[src/inc/cmfd_pkg.sv]
// Constants and carrier types for the cell monitor fault diagnostics block.
package cmfd_pkg;

    localparam int          CELL_COUNT          = 12;
    localparam int          TEMP_COUNT          = 4;
    localparam int          WIRE_COUNT          = 13;
    localparam int          SAMPLE_W            = 14;
    localparam int          CHECKSUM_W          = 16;
    localparam logic [3:0]  CELL_LAST_INDEX     = 4'hB;
    localparam logic [3:0]  WIRE_LAST_INDEX     = 4'hC;
    localparam logic [3:0]  WIRE_ALWAYS_TESTED  = 4'h2;

    // Cell code 14'h1FFF stands for 5 V; codes above it read as full scale.
    localparam logic [13:0] CELL_FULL_SCALE     = 14'h1FFF;
    // Temperature code 14'h3FFF stands for 2.5 V.
    localparam logic [13:0] TEMP_FULL_SCALE     = 14'h3FFF;

    // Filter setting after reset: 2**3 = eight consecutive samples.
    localparam logic [2:0]  FILTER_COUNT_RESET  = 3'b011;

    // Settling time of one open-wire probe before its comparator is read.
    localparam int          CLK_PERIOD_NS       = 8;
    localparam int          WIRE_SETTLE_NS      = 1000;
    localparam int          WIRE_SETTLE_CYCLES  = (WIRE_SETTLE_NS + CLK_PERIOD_NS - 1) / CLK_PERIOD_NS;

    typedef struct packed {
        logic osc;
        logic checksum;
        logic over_temp;
        logic open_wire;
        logic open_conn;
        logic uv;
        logic ov;
    } cmfd_status_type;

    typedef struct packed {
        logic [13:0] ov_limit;
        logic [13:0] uv_limit;
        logic [13:0] temp_limit;
        logic [11:0] cell_setup;
        logic        open_wire_current_select;
        logic [3:0]  temp_input_test_select;
    } cmfd_cfg_type;

    typedef struct packed {
        logic        valid;
        logic [3:0]  index;
        logic [13:0] value;
        logic        open_conn;
    } cmfd_cell_sample_type;

    typedef struct packed {
        logic        valid;
        logic [1:0]  index;
        logic [13:0] value;
    } cmfd_temp_sample_type;

    typedef struct packed {
        logic [11:0]     ov;
        logic [11:0]     uv;
        logic [12:0]     open_wire;
        logic [3:0]      over_temp;
        cmfd_status_type status;
    } cmfd_clear_type;

    typedef enum logic [1:0] {
        WIRE_IDLE  = 2'b01,
        WIRE_PROBE = 2'b10
    } cmfd_wire_state_type;

endpackage

[src/logic/cmfd_core.sv]
// Fault detection, filtering, flags, checksum and fault report of the cell monitor.
//
// Notes on behaviour
// - Monitored functions set summary fault status bits.
// - Oscillator fault sets flag, then enters sleep.
// - Sleeping device ignores normal commands.
// - Cell limits use 14'h1FFF as 5V.
// - Filter sample setting resets to 3'b011.
// - Unconnected cells skip overvoltage and undervoltage.
// - Overvoltage flagged after programmed consecutive samples.
// - Undervoltage flagged after programmed consecutive samples.
// - Open top/ground flagged after consecutive samples.
// - Report status unprompted only if previously zero.
// - Changing filter setting clears all counts.
// - Passing sample resets that cell's count.
// - Current select: one gives 1mA, zero 150uA.
// - Open-wire skips the upper input of each unconnected cell; inputs 0 and 1 always tested.
// - Temperature limit uses 14'h3FFF as 2.5V.
// - Per-input select enables over-temperature checking.
// - Over-temperature flagged on first low sample.
// - Calculate command stores configuration checksum.
// - Check command recomputes, flags mismatch.
// - Fault output low while any status bit.
// - Summary bit holds while specific bits set.
`timescale 1ns/10ps

module cmfd_core
    import cmfd_pkg::*;
#(
    parameter int CFG_WORDS = 32,
    parameter int CNT_W     = 8
) (
    input  wire logic                                clk_sys,
    input  wire logic                                sys_rst,
    input  wire cmfd_cfg_type                        cfg,
    input  wire logic [CFG_WORDS-1:0][SAMPLE_W-1:0]  page2_image,
    input  wire logic                                filter_count_write,
    input  wire logic [2:0]                          filter_count_data,
    input  wire cmfd_cell_sample_type                cell_sample,
    input  wire cmfd_temp_sample_type                temp_sample,
    input  wire logic                                osc_fault_detect,
    input  wire logic                                wire_probe_open,
    input  wire logic                                cmd_scan_wires,
    input  wire logic                                cmd_calc_checksum,
    input  wire logic                                cmd_check_checksum,
    input  wire logic                                cmd_wakeup,
    input  wire logic                                fault_clear_valid,
    input  wire cmfd_clear_type                      fault_clear,
    input  wire logic                                link_busy,
    output logic [2:0]                               fault_filter_sample_count,
    output logic [CELL_COUNT-1:0]                    ov_fault,
    output logic [CELL_COUNT-1:0]                    uv_fault,
    output logic [WIRE_COUNT-1:0]                    open_wire_fault,
    output logic [TEMP_COUNT-1:0]                    over_temp_fault,
    output cmfd_status_type                          fault_status,
    output logic                                     fault_n,
    output logic                                     sleep_state,
    output logic                                     scan_wires_busy,
    output logic                                     wire_probe_active,
    output logic [3:0]                               wire_probe_index,
    output logic                                     scan_current_1ma,
    output logic                                     scan_current_150ua,
    output logic [CHECKSUM_W-1:0]                    checksum_stored,
    output logic                                     fault_report_valid,
    output cmfd_status_type                          fault_report_data
);

    if (CNT_W < 8 || CFG_WORDS < 1) begin : g_param_check
        $error("cmfd_core: CNT_W must reach 128 and CFG_WORDS must be positive.");
    end

    // Count step of one consecutive-sample filter: hit flag above the new count.
    function automatic logic [CNT_W:0] filt_step(input logic [CNT_W-1:0] cnt,
                                                 input logic             cond,
                                                 input logic [CNT_W-1:0] thr);
        logic [CNT_W-1:0] inc;
        inc = (cnt >= thr) ? thr : cnt + 1'b1;
        filt_step = cond ? {inc >= thr, inc} : '0;
    endfunction

    // Rotate and fold checksum over the configuration image.
    function automatic logic [CHECKSUM_W-1:0] page2_sum(input logic [CFG_WORDS-1:0][SAMPLE_W-1:0] img);
        logic [CHECKSUM_W-1:0] acc;
        acc = '0;
        for (int i = 0; i < CFG_WORDS; i++) begin
            acc = {acc[CHECKSUM_W-2:0], acc[CHECKSUM_W-1]} ^ {2'h0, img[i]};
        end
        page2_sum = acc;
    endfunction

    function automatic logic wire_enabled(input logic [3:0] idx, input logic [11:0] setup);
        wire_enabled = (idx < WIRE_ALWAYS_TESTED) || !setup[idx - 4'h1];
    endfunction

    logic [CNT_W-1:0]       ov_cnt [CELL_COUNT];
    logic [CNT_W-1:0]       uv_cnt [CELL_COUNT];
    logic [CNT_W-1:0]       oc_cnt [CELL_COUNT];
    logic [CNT_W-1:0]       thr;
    logic                   cmd_ok;
    logic                   filter_changed;
    logic                   s_ok;
    logic [3:0]             s_idx;
    logic                   connected;
    logic [13:0]            cell_value;
    logic                   ov_cond;
    logic                   uv_cond;
    logic [CNT_W:0]         ov_step;
    logic [CNT_W:0]         uv_step;
    logic [CNT_W:0]         oc_step;
    logic [CELL_COUNT-1:0]  ov_set;
    logic [CELL_COUNT-1:0]  uv_set;
    logic                   oc_set;
    logic [TEMP_COUNT-1:0]  ot_set;
    logic [WIRE_COUNT-1:0]  ow_set;
    logic [CHECKSUM_W-1:0]  checksum_now;
    logic                   mismatch_set;
    logic                   osc_seen;
    logic                   report_pending;
    logic [$clog2(WIRE_SETTLE_CYCLES+1)-1:0] settle_cnt;
    cmfd_wire_state_type    wire_state;
    cmfd_clear_type         clr;
    cmfd_status_type        set_bits;
    cmfd_status_type        next_status;
    logic [CELL_COUNT-1:0]  next_ov_fault;
    logic [CELL_COUNT-1:0]  next_uv_fault;
    logic [WIRE_COUNT-1:0]  next_open_wire_fault;
    logic [TEMP_COUNT-1:0]  next_over_temp_fault;

    assign cmd_ok         = !sleep_state;
    assign filter_changed = filter_count_write && (filter_count_data != fault_filter_sample_count);
    assign thr            = CNT_W'(1) << fault_filter_sample_count;
    assign s_ok           = cell_sample.valid && !sleep_state && (cell_sample.index <= CELL_LAST_INDEX);
    assign s_idx          = cell_sample.index;
    assign connected      = !cfg.cell_setup[s_idx];
    assign cell_value     = (cell_sample.value > CELL_FULL_SCALE) ? CELL_FULL_SCALE : cell_sample.value;
    assign ov_cond        = cell_value > cfg.ov_limit;
    assign uv_cond        = cell_value < cfg.uv_limit;
    assign ov_step        = filt_step(ov_cnt[s_idx], ov_cond, thr);
    assign uv_step        = filt_step(uv_cnt[s_idx], uv_cond, thr);
    assign oc_step        = filt_step(oc_cnt[s_idx], cell_sample.open_conn, thr);
    assign ov_set         = (s_ok && connected && ov_step[CNT_W]) ? 12'h001 << s_idx : '0;
    assign uv_set         = (s_ok && connected && uv_step[CNT_W]) ? 12'h001 << s_idx : '0;
    assign oc_set         = s_ok && oc_step[CNT_W];
    assign checksum_now   = page2_sum(page2_image);
    assign mismatch_set   = cmd_ok && cmd_check_checksum && (checksum_now != checksum_stored);
    assign clr            = fault_clear_valid ? fault_clear : '0;

    // Over-temperature needs no filter: a single low sample on a tested input counts.
    always_comb begin
        ot_set = '0;
        if (temp_sample.valid && !sleep_state && cfg.temp_input_test_select[temp_sample.index] &&
            (temp_sample.value < (cfg.temp_limit & TEMP_FULL_SCALE))) begin
            ot_set[temp_sample.index] = 1'b1;
        end
    end

    always_comb begin
        ow_set = '0;
        if (wire_state == WIRE_PROBE && wire_enabled(wire_probe_index, cfg.cell_setup) &&
            settle_cnt == '0 && wire_probe_open) begin
            ow_set[wire_probe_index] = 1'b1;
        end
    end

    // Hardware sets win over a host clear arriving in the same cycle.
    assign next_ov_fault        = (ov_fault & ~clr.ov) | ov_set;
    assign next_uv_fault        = (uv_fault & ~clr.uv) | uv_set;
    assign next_open_wire_fault = (open_wire_fault & ~clr.open_wire) | ow_set;
    assign next_over_temp_fault = (over_temp_fault & ~clr.over_temp) | ot_set;

    always_comb begin
        set_bits           = '0;
        set_bits.ov        = |ov_set;
        set_bits.uv        = |uv_set;
        set_bits.open_conn = oc_set;
        set_bits.open_wire = |ow_set;
        set_bits.over_temp = |ot_set;
        set_bits.checksum  = mismatch_set;
        set_bits.osc       = osc_fault_detect;
        next_status        = (fault_status & ~clr.status) | set_bits;
        // A summary bit stays while its specific register still holds bits.
        next_status.ov        = next_status.ov || (next_ov_fault != '0);
        next_status.uv        = next_status.uv || (next_uv_fault != '0);
        next_status.open_wire = next_status.open_wire || (next_open_wire_fault != '0);
        next_status.over_temp = next_status.over_temp || (next_over_temp_fault != '0);
    end

    always_ff @(posedge clk_sys or posedge sys_rst) begin
        if (sys_rst) begin
            fault_filter_sample_count <= FILTER_COUNT_RESET;
        end else if (filter_count_write && cmd_ok) begin
            fault_filter_sample_count <= filter_count_data;
        end
    end

    // Consecutive-sample counters for overvoltage, undervoltage and open connection.
    always_ff @(posedge clk_sys or posedge sys_rst) begin
        if (sys_rst) begin
            for (int i = 0; i < CELL_COUNT; i++) begin
                ov_cnt[i] <= '0;
                uv_cnt[i] <= '0;
                oc_cnt[i] <= '0;
            end
        end else if (filter_changed && cmd_ok) begin
            for (int i = 0; i < CELL_COUNT; i++) begin
                ov_cnt[i] <= '0;
                uv_cnt[i] <= '0;
                oc_cnt[i] <= '0;
            end
        end else if (s_ok) begin
            ov_cnt[s_idx] <= connected ? ov_step[CNT_W-1:0] : '0;
            uv_cnt[s_idx] <= connected ? uv_step[CNT_W-1:0] : '0;
            oc_cnt[s_idx] <= oc_step[CNT_W-1:0];
        end
    end

    always_ff @(posedge clk_sys or posedge sys_rst) begin
        if (sys_rst) begin
            ov_fault        <= '0;
            uv_fault        <= '0;
            open_wire_fault <= '0;
            over_temp_fault <= '0;
            fault_status    <= '0;
            fault_n         <= 1'b1;
        end else begin
            ov_fault        <= next_ov_fault;
            uv_fault        <= next_uv_fault;
            open_wire_fault <= next_open_wire_fault;
            over_temp_fault <= next_over_temp_fault;
            fault_status    <= next_status;
            fault_n         <= (next_status == '0);
        end
    end

    // The flag is set in the detecting cycle, sleep follows one cycle later.
    always_ff @(posedge clk_sys or posedge sys_rst) begin
        if (sys_rst) begin
            osc_seen    <= 1'b0;
            sleep_state <= 1'b0;
        end else begin
            osc_seen <= osc_fault_detect;
            if (osc_seen) begin
                sleep_state <= 1'b1;
            end else if (cmd_wakeup) begin
                sleep_state <= 1'b0;
            end
        end
    end

    // Unprompted report waits for a quiet link and fires only from a clean status.
    always_ff @(posedge clk_sys or posedge sys_rst) begin
        if (sys_rst) begin
            report_pending     <= 1'b0;
            fault_report_valid <= 1'b0;
            fault_report_data  <= '0;
        end else begin
            fault_report_valid <= 1'b0;
            if (fault_status == '0 && next_status != '0) begin
                report_pending <= 1'b1;
            end else if (report_pending && !link_busy) begin
                report_pending     <= 1'b0;
                fault_report_valid <= 1'b1;
                fault_report_data  <= fault_status;
            end
        end
    end

    always_ff @(posedge clk_sys or posedge sys_rst) begin
        if (sys_rst) begin
            checksum_stored <= '0;
        end else if (cmd_ok && cmd_calc_checksum) begin
            checksum_stored <= checksum_now;
        end
    end

    // Open-wire scan walks inputs 0 to 12, probing each enabled one for a settle time.
    always_ff @(posedge clk_sys or posedge sys_rst) begin
        if (sys_rst) begin
            wire_state       <= WIRE_IDLE;
            wire_probe_index <= '0;
            settle_cnt       <= '0;
        end else begin
            unique case (wire_state)
                WIRE_IDLE: begin
                    if (cmd_ok && cmd_scan_wires) begin
                        wire_state       <= WIRE_PROBE;
                        wire_probe_index <= '0;
                        settle_cnt       <= ($bits(settle_cnt))'(WIRE_SETTLE_CYCLES - 1);
                    end
                end
                WIRE_PROBE: begin
                    if (wire_enabled(wire_probe_index, cfg.cell_setup) && settle_cnt != '0) begin
                        settle_cnt <= settle_cnt - 1'b1;
                    end else if (wire_probe_index == WIRE_LAST_INDEX) begin
                        wire_state <= WIRE_IDLE;
                    end else begin
                        wire_probe_index <= wire_probe_index + 4'h1;
                        settle_cnt       <= ($bits(settle_cnt))'(WIRE_SETTLE_CYCLES - 1);
                    end
                end
                default: wire_state <= WIRE_IDLE;
            endcase
        end
    end

    assign scan_wires_busy    = (wire_state == WIRE_PROBE);
    assign wire_probe_active  = scan_wires_busy && wire_enabled(wire_probe_index, cfg.cell_setup);
    assign scan_current_1ma   = wire_probe_active && cfg.open_wire_current_select;
    assign scan_current_150ua = wire_probe_active && !cfg.open_wire_current_select;
    logic [3:0] last_idx;
    logic       all_cnt_zero;
    always_ff @(posedge clk_sys or posedge sys_rst) begin
        if (sys_rst) begin
            last_idx <= '0;
        end else begin
            last_idx <= s_idx;
        end
    end
    always_comb begin
        all_cnt_zero = 1'b1;
        for (int i = 0; i < CELL_COUNT; i++) begin
            if (ov_cnt[i] != '0 || uv_cnt[i] != '0 || oc_cnt[i] != '0) begin
                all_cnt_zero = 1'b0;
            end
        end
    end
endmodule

[config.mk]
export PLATFORM = sky130hd
export DESIGN_NAME = cmfd_core
export DESIGN_NICKNAME = d
export VERILOG_FILES = /design/src/inc/cmfd_pkg.sv /design/src/logic/cmfd_core.sv
export SDC_FILE = /design/constraint.sdc
export NUM_CORES = 1
export LEC_CHECK = 0
export ABC_CLOCK_PERIOD_IN_PS = 21000
export BUFFER_PORTS_ARGS = -buffer_cell sky130_fd_sc_hd__buf_2
export CAP_MARGIN = 20
export CORE_AREA = 3 3 270 272
export CTS_BUF_LIST = sky130_fd_sc_hd__clkbuf_2
export DETAILED_ROUTE_END_ITERATION = 6
export DIE_AREA = 0 0 273 275
export PLACE_DENSITY = 0.68
export SLEW_MARGIN = 10
export SYNTH_ARGS = -nofsm -noshare
export SYNTH_HDL_FRONTEND = slang
export SYNTH_SLANG_ARGS = --single-unit
[constraint.sdc]
create_clock -name clk_sys -period 21 [get_ports clk_sys]
set_input_delay 2.1 -clock clk_sys [delete_from_list [all_inputs] [get_ports clk_sys]]
set_output_delay 2.1 -clock clk_sys [all_outputs]
set_load 0.01 [all_outputs]
After elaboration in Yosys (flattened, before gate mapping) --
Index checks and enable logic that the tools add are counted.
Operators by class: $add $sub $neg 6, $lt $le $gt $ge 20, equal/unequal tests 10, shift operators 2, mux-type cells 62, bitwise gates (word level) 48, reduce and logical (&&, ||, !) cells 58
Operators by type and width (number):
- $mux 96 | 6
- $xor 16x14->16 | 30
- $bwmux 96 | 3
- $bmux 8 s4 | 3
- $mux 8 | 12
- $ge 8x8->1 | 6
- $mux 48 | 1
- $demux 8 s4 | 1
- $lt 14x14->1 | 2
- $logic_and 1x1->1 | 27
- $mux 9 | 3
- $add 8x1->8 const B | 3
- $and 12x12->12 | 2
- $mux 12 | 2
- $not 12->12 | 2
- $or 12x12->12 | 2
- $reduce_bool 12->1 | 2
- $reduce_or 12->1 | 2
- $logic_not 7->1 | 3
- $mux 7 | 3
- $mux 4 | 4
- $ne 16x16->1 | 1
- $lt 4x5->1 const B | 3
- $xor 15x14->15 | 1
- 54 further kinds | 82
Storage, ports and cells: bits in registers 380, input bits 606, output and inout port bits 85, logic and storage cells 270

Longest topological paths before layout --
depth in word-level cells 39, mapped depth 31, mapped depth without buffers 26

Worst setup path after synthesis --
OpenSTA, ideal clock, no wires.
path kind input -> register, from input cell_sample[15] (netlist name), to register fault_report_data[0] (netlist name), setup time 118 ps, arrival time 7714 ps, data required time 20882 ps, path slack 13168 ps, cell stages on the path 31, path buffers 5, cells stage by stage buf_6 buf_12 buf_12 mux4_1 mux2i_1 o21ai_1 inv_1 ha_1 nand2b_1 a21o_1 a21o_1 a21o_1 a21o_1 a21o_1 a21o_1 a21oi_2 mux2i_1 clkbuf_1 inv_1 ha_1 nand2b_1 a21o_1 a21o_1 a21o_1 a21oi_1 o21ai_0 nand3_1 nand4b_1 o211a_1 buf_6 a21o_1
On the way: word-level cells in the longest chain between the ends 17, elaborated cells between the ends (all ways) 50, classes of those cells add/sub: 3; order compare: 7; shift: 1; mux: 19; bitwise: 5; reduce/logical: 15
Ends and longest elaborated chain:
- start: declaration | RTL line cmfd_core.sv:39 | input wire cmfd_cell_sample_type cell_sample,
- $not 4->5 (not written as such) | RTL line cmfd_core.sv:138, cmfd_core.sv:139, cmfd_core.sv:140
- $bmux 8 s4, on equally long branches | RTL line cmfd_core.sv:138, cmfd_core.sv:139
- $mux 8, on equally long branches (2 in a row) | RTL line cmfd_core.sv:138, cmfd_core.sv:139
- $add 8x1->8 / $ge 8x8->1 (equally long branches) | RTL line cmfd_core.sv:77 | inc = (cnt >= thr) ? thr : cnt + 1'b1;
- $mux 8 | RTL line cmfd_core.sv:77
- $ge 8x8->1 | RTL line cmfd_core.sv:78 | filt_step = cond ? {inc >= thr, inc} : '0;
- $mux 9 | RTL line cmfd_core.sv:78
- $logic_and 1x1->1, on equally long branches | RTL line cmfd_core.sv:141, cmfd_core.sv:142
- $mux 12, on equally long branches | RTL line cmfd_core.sv:141, cmfd_core.sv:142
- $reduce_or 12->1, or another cell as far along | RTL line cmfd_core.sv:173 | set_bits.ov = |ov_set;
- $or 7x7->7, or another cell as far along | RTL line cmfd_core.sv:180 | next_status = (fault_status & ~clr.status) | set_bits;
- $logic_or 1x1->1, on equally long branches | RTL line cmfd_core.sv:182, cmfd_core.sv:183
- $reduce_bool 7->1 (*) | RTL line cmfd_core.sv:258 | if (fault_status == '0 && next_status != '0) begin
- $logic_and 1x1->1 (*) | RTL line cmfd_core.sv:258
- $not 1->1 (no source line) (*)
- $reduce_and 2->1 (no source line) (*)
- end signal: assignment | RTL line cmfd_core.sv:263 | fault_report_data <= fault_status;
- end: declaration | RTL line cmfd_core.sv:65 | output cmfd_status_type fault_report_data
Every way passes the cells marked *; elsewhere a longest branch is shown, timed or not. The select of a mux whose other input is x is not followed. A chain may end at the register's enable or synchronous reset.

Worst setup path in the final report --
from input cell_sample[16] (netlist name), to register fault_report_data[4] (netlist name)
The elaborated chain is that of the path after synthesis.

==> metrics <==
Clock Tree Buf Depth 3; DIE WIDTH 273 um; Overflow after GRT 0; CTS Buf Count 100; Synth Register Bits 380; IO buf count ~700; required time worst endpoint 21950 ps; top cells by area, synth dfrtp_1, xnor2_1, a22o_1, mux4_2, ha_1; met1 Track Usage GR between 30% and 40%; FP Rows 98; first-pass iteration count of the detailed router 6; CP Launch Point cell_sample[16]; Power Total 2.21 mW; initial antenna violation count between 40 and 50; largest net degree at the start of global routing between 150 and 200; final routed DRC violation total 0; sequential area share after synthesis 39.0%; vias in the first global route approximately 21k; buffers plus inverters on the worst setup path 5; top cell type's share of synthesized area 38.6%; WHS about 460 ps; initial core utilization 34.4%; area of the multi-input gates roughly 14000 um2; CTS clk-pin slew, worst paths around 90 ps; placer congestion estimate around 1.0; CTS H-tree depth 3; Wirelength per Cell roughly 28 um; skew final approximately 120 ps; Root Buffer clkbuf_2; Reg area 9510 um2; Fin. Hold Viols 0; Critical Path AT ~10000 ps; Starting DRT DRC Count ~2.7k; I/O pins between 600 and 700; CP max-delay cell mux2i_1; Final Cycle Share 41.7%; met2 Use GR between 40% and 50%; GRT busiest layer met2; CP Launch Type input pin; setup bufs post-CTS 0; Async S/R FF share, synth between 90% and 100%; crit end category register; Setup violations, final 0; Max-Cap Viols 0; antenna-violating nets left 0; Post-Syn Area per Cell roughly 11 um2; Final nets between 3k and 4k; setup TNS 0 ps; highest clock rate between 100 and 150 MHz; total number of vias ~22k; outcome finished, final reports clean; Final Routed Wirelength between 100000 and 150000 um; leakage 14.4 nW; reg2reg setup slack roughly 14000 ps; layout cells sized above 1 33.6%; synth cell count leaders dfrtp_1, xnor2_1, nand2_1; EDFF count, synth 0; Mapped Area roughly 24000 um2; TritonCTS clock tree built; Critical Path Stages 29; count of different cell masters after synthesis between 70 and 80; die area between 70000 and 80000 um2; Synth area leader dfrtp_1; FF-to-FF End fault_report_data[4]; post-route minimum period between 8000 and 9000 ps; worst r2r src fault_filter_sample_count[0]; max incr delay on CP ~950 ps; Worst Setup EP fault_report_data[4]; RSZ-0062 raised after global routing false; r2r worst-path depth 24; dpl hpwl between 80000 and 90000 um; Clk Latency, worst-skew pair approximately 1100 ps; global-route wire length before repair roughly 150000 um; type of the worst setup path input pin to register; total power per unit cell area roughly 74 nW/um2; via/cell ratio 5.49; Worst-Margin Slew between 1000 and 1500 ps; Yosys Warn Count 0; Fill cells roughly 7k; routing usage on met3 17.0%; Largest delay share family, worst path compound AO/OA/AOI/OAI gates; hold_buf cts 0; Slew HR between 10% and 20%; core box area between 70000 and 80000 um2; total track usage about 28%; Area Growth Syn to Fin 21.3%; Hold/Removal Path Class register to register; Max VDD drop ~0.045 mV; Max FO, Critical Path 50; Top cell by count, worst path a21o_1; commonest register cell after synthesis dfrtp_1; Mapped Cells between 2k and 2.5k; count leader, synth dfrtp_1; post-cts gate resize count 0; Slew Limit Fails 0; CTS sink count 380; die height roughly 280 um
[metrics by stage]
stage	worst slack, ps	instances	cell area, um2	utilization [%]
4_1_cts	12480	3971	29500	41.5
3_3_place_gp	11350	3801	28600	40.3
3_5_place_dp	11350	3801	28600	40.3
6_report	12250	4004	29600	41.7
2_1_floorplan	8350	2259	24400	-
5_1_grt	11970	3990	29600	41.7
[metal layers]
layer  vias to the layer above  routed length, um
met4                        18               4850
met5                         -                133
met2                      1498              46200
met1                     10700              41300
li1                       9499                  -
met3                       295              19000
[registers in the layout, indices dropped and copies added, names as in the netlist, 7 cells and up]
name and count:
fault_status 7, oc_cnt 96, ov_cnt 96, uv_fault 12
settle_cnt 7, uv_cnt 96, ov_fault 12, fault_report_data 7
checksum_stored 16, open_wire_fault 13
[worst register-to-register path, cell delays in order, from the launching register on]
cell and delay [ps]:
dfstp_2 680, nor3b_1 410, buf_4 220, inv_1 180, ha_1 340, a21o_1 150, a21o_1 170, a21o_1 170
a21o_1 170, a21o_1 170, a21o_1 180, a21oi_2 480, mux2i_1 960, inv_1 110, ha_1 310, nand2b_1 140
a21o_1 170, a21o_1 160, a21o_1 160, a21oi_1 130, o21ai_0 200, nand3_1 490, nand4b_1 210, o211a_1 360
a21o_1 220
[kinds of logic after synthesis]
kind of cell / share of synthesized area, %
AO/OA/AOI/OAI: 15.7
XOR/XNOR: 17.5
adder cells (fa/ha/maj): 5.08
buffers and inverters: 4.74
flip-flops: 39.0
multiplexers: 9.99
other: 0.0154
AND/OR/NAND/NOR: 8.01
[layout make-up]
type                       count  area share (%)
clock buffer                 143            2.42
tap                          950            4.01
multi-input combinational   1636            46.5
inverter                     114            1.47
timing repair buffer         733            12.8
sequential                   380            32.1
antenna                       21           0.177
clock inverter                27           0.427
[where the power goes]
group / internal [mW] / switching (mW) / total [mW]
combinational: 0.394 / 0.488 / 0.881
sequential: 0.768 / 0.0450 / 0.813
clock: 0.182 / 0.328 / 0.511
[how the worst min path moves through the flow]
stage / end / from / cells past startpoint
floorplan: sleep_state / osc_seen / 1
global placement: oc_cnt[15] / oc_cnt[15] / 2
detailed placement: oc_cnt[39] / oc_cnt[39] / 2
CTS: sleep_state / osc_seen / 1
global route: oc_cnt[10] / oc_cnt[10] / 2
finish: sleep_state / osc_seen / 1
[layout by cell type (no fill, tap or decap), drive strengths merged, types with 6 or more instances in the layout]
master,instances
ha,99
nand4,6
mux2i,46
xnor3,32
nor4,14
xnor2,362
clkinv,22
o31ai,9
a31oi,7
and3,25
mux4,78
nor2b,10
diode,21
a21oi,37
dfrtp,376
nand2b,21
buf,728
a22o,218
mux2,18
nor2,37
nor3,18
nand3,19
or2,13
clkbuf,148
o21ai,164
nand2,240
xor2,44
inv,114
o21a,7
o22ai,10
and2,6
a21o,42
No activity file was read; power rests on OpenSTA's default activity.
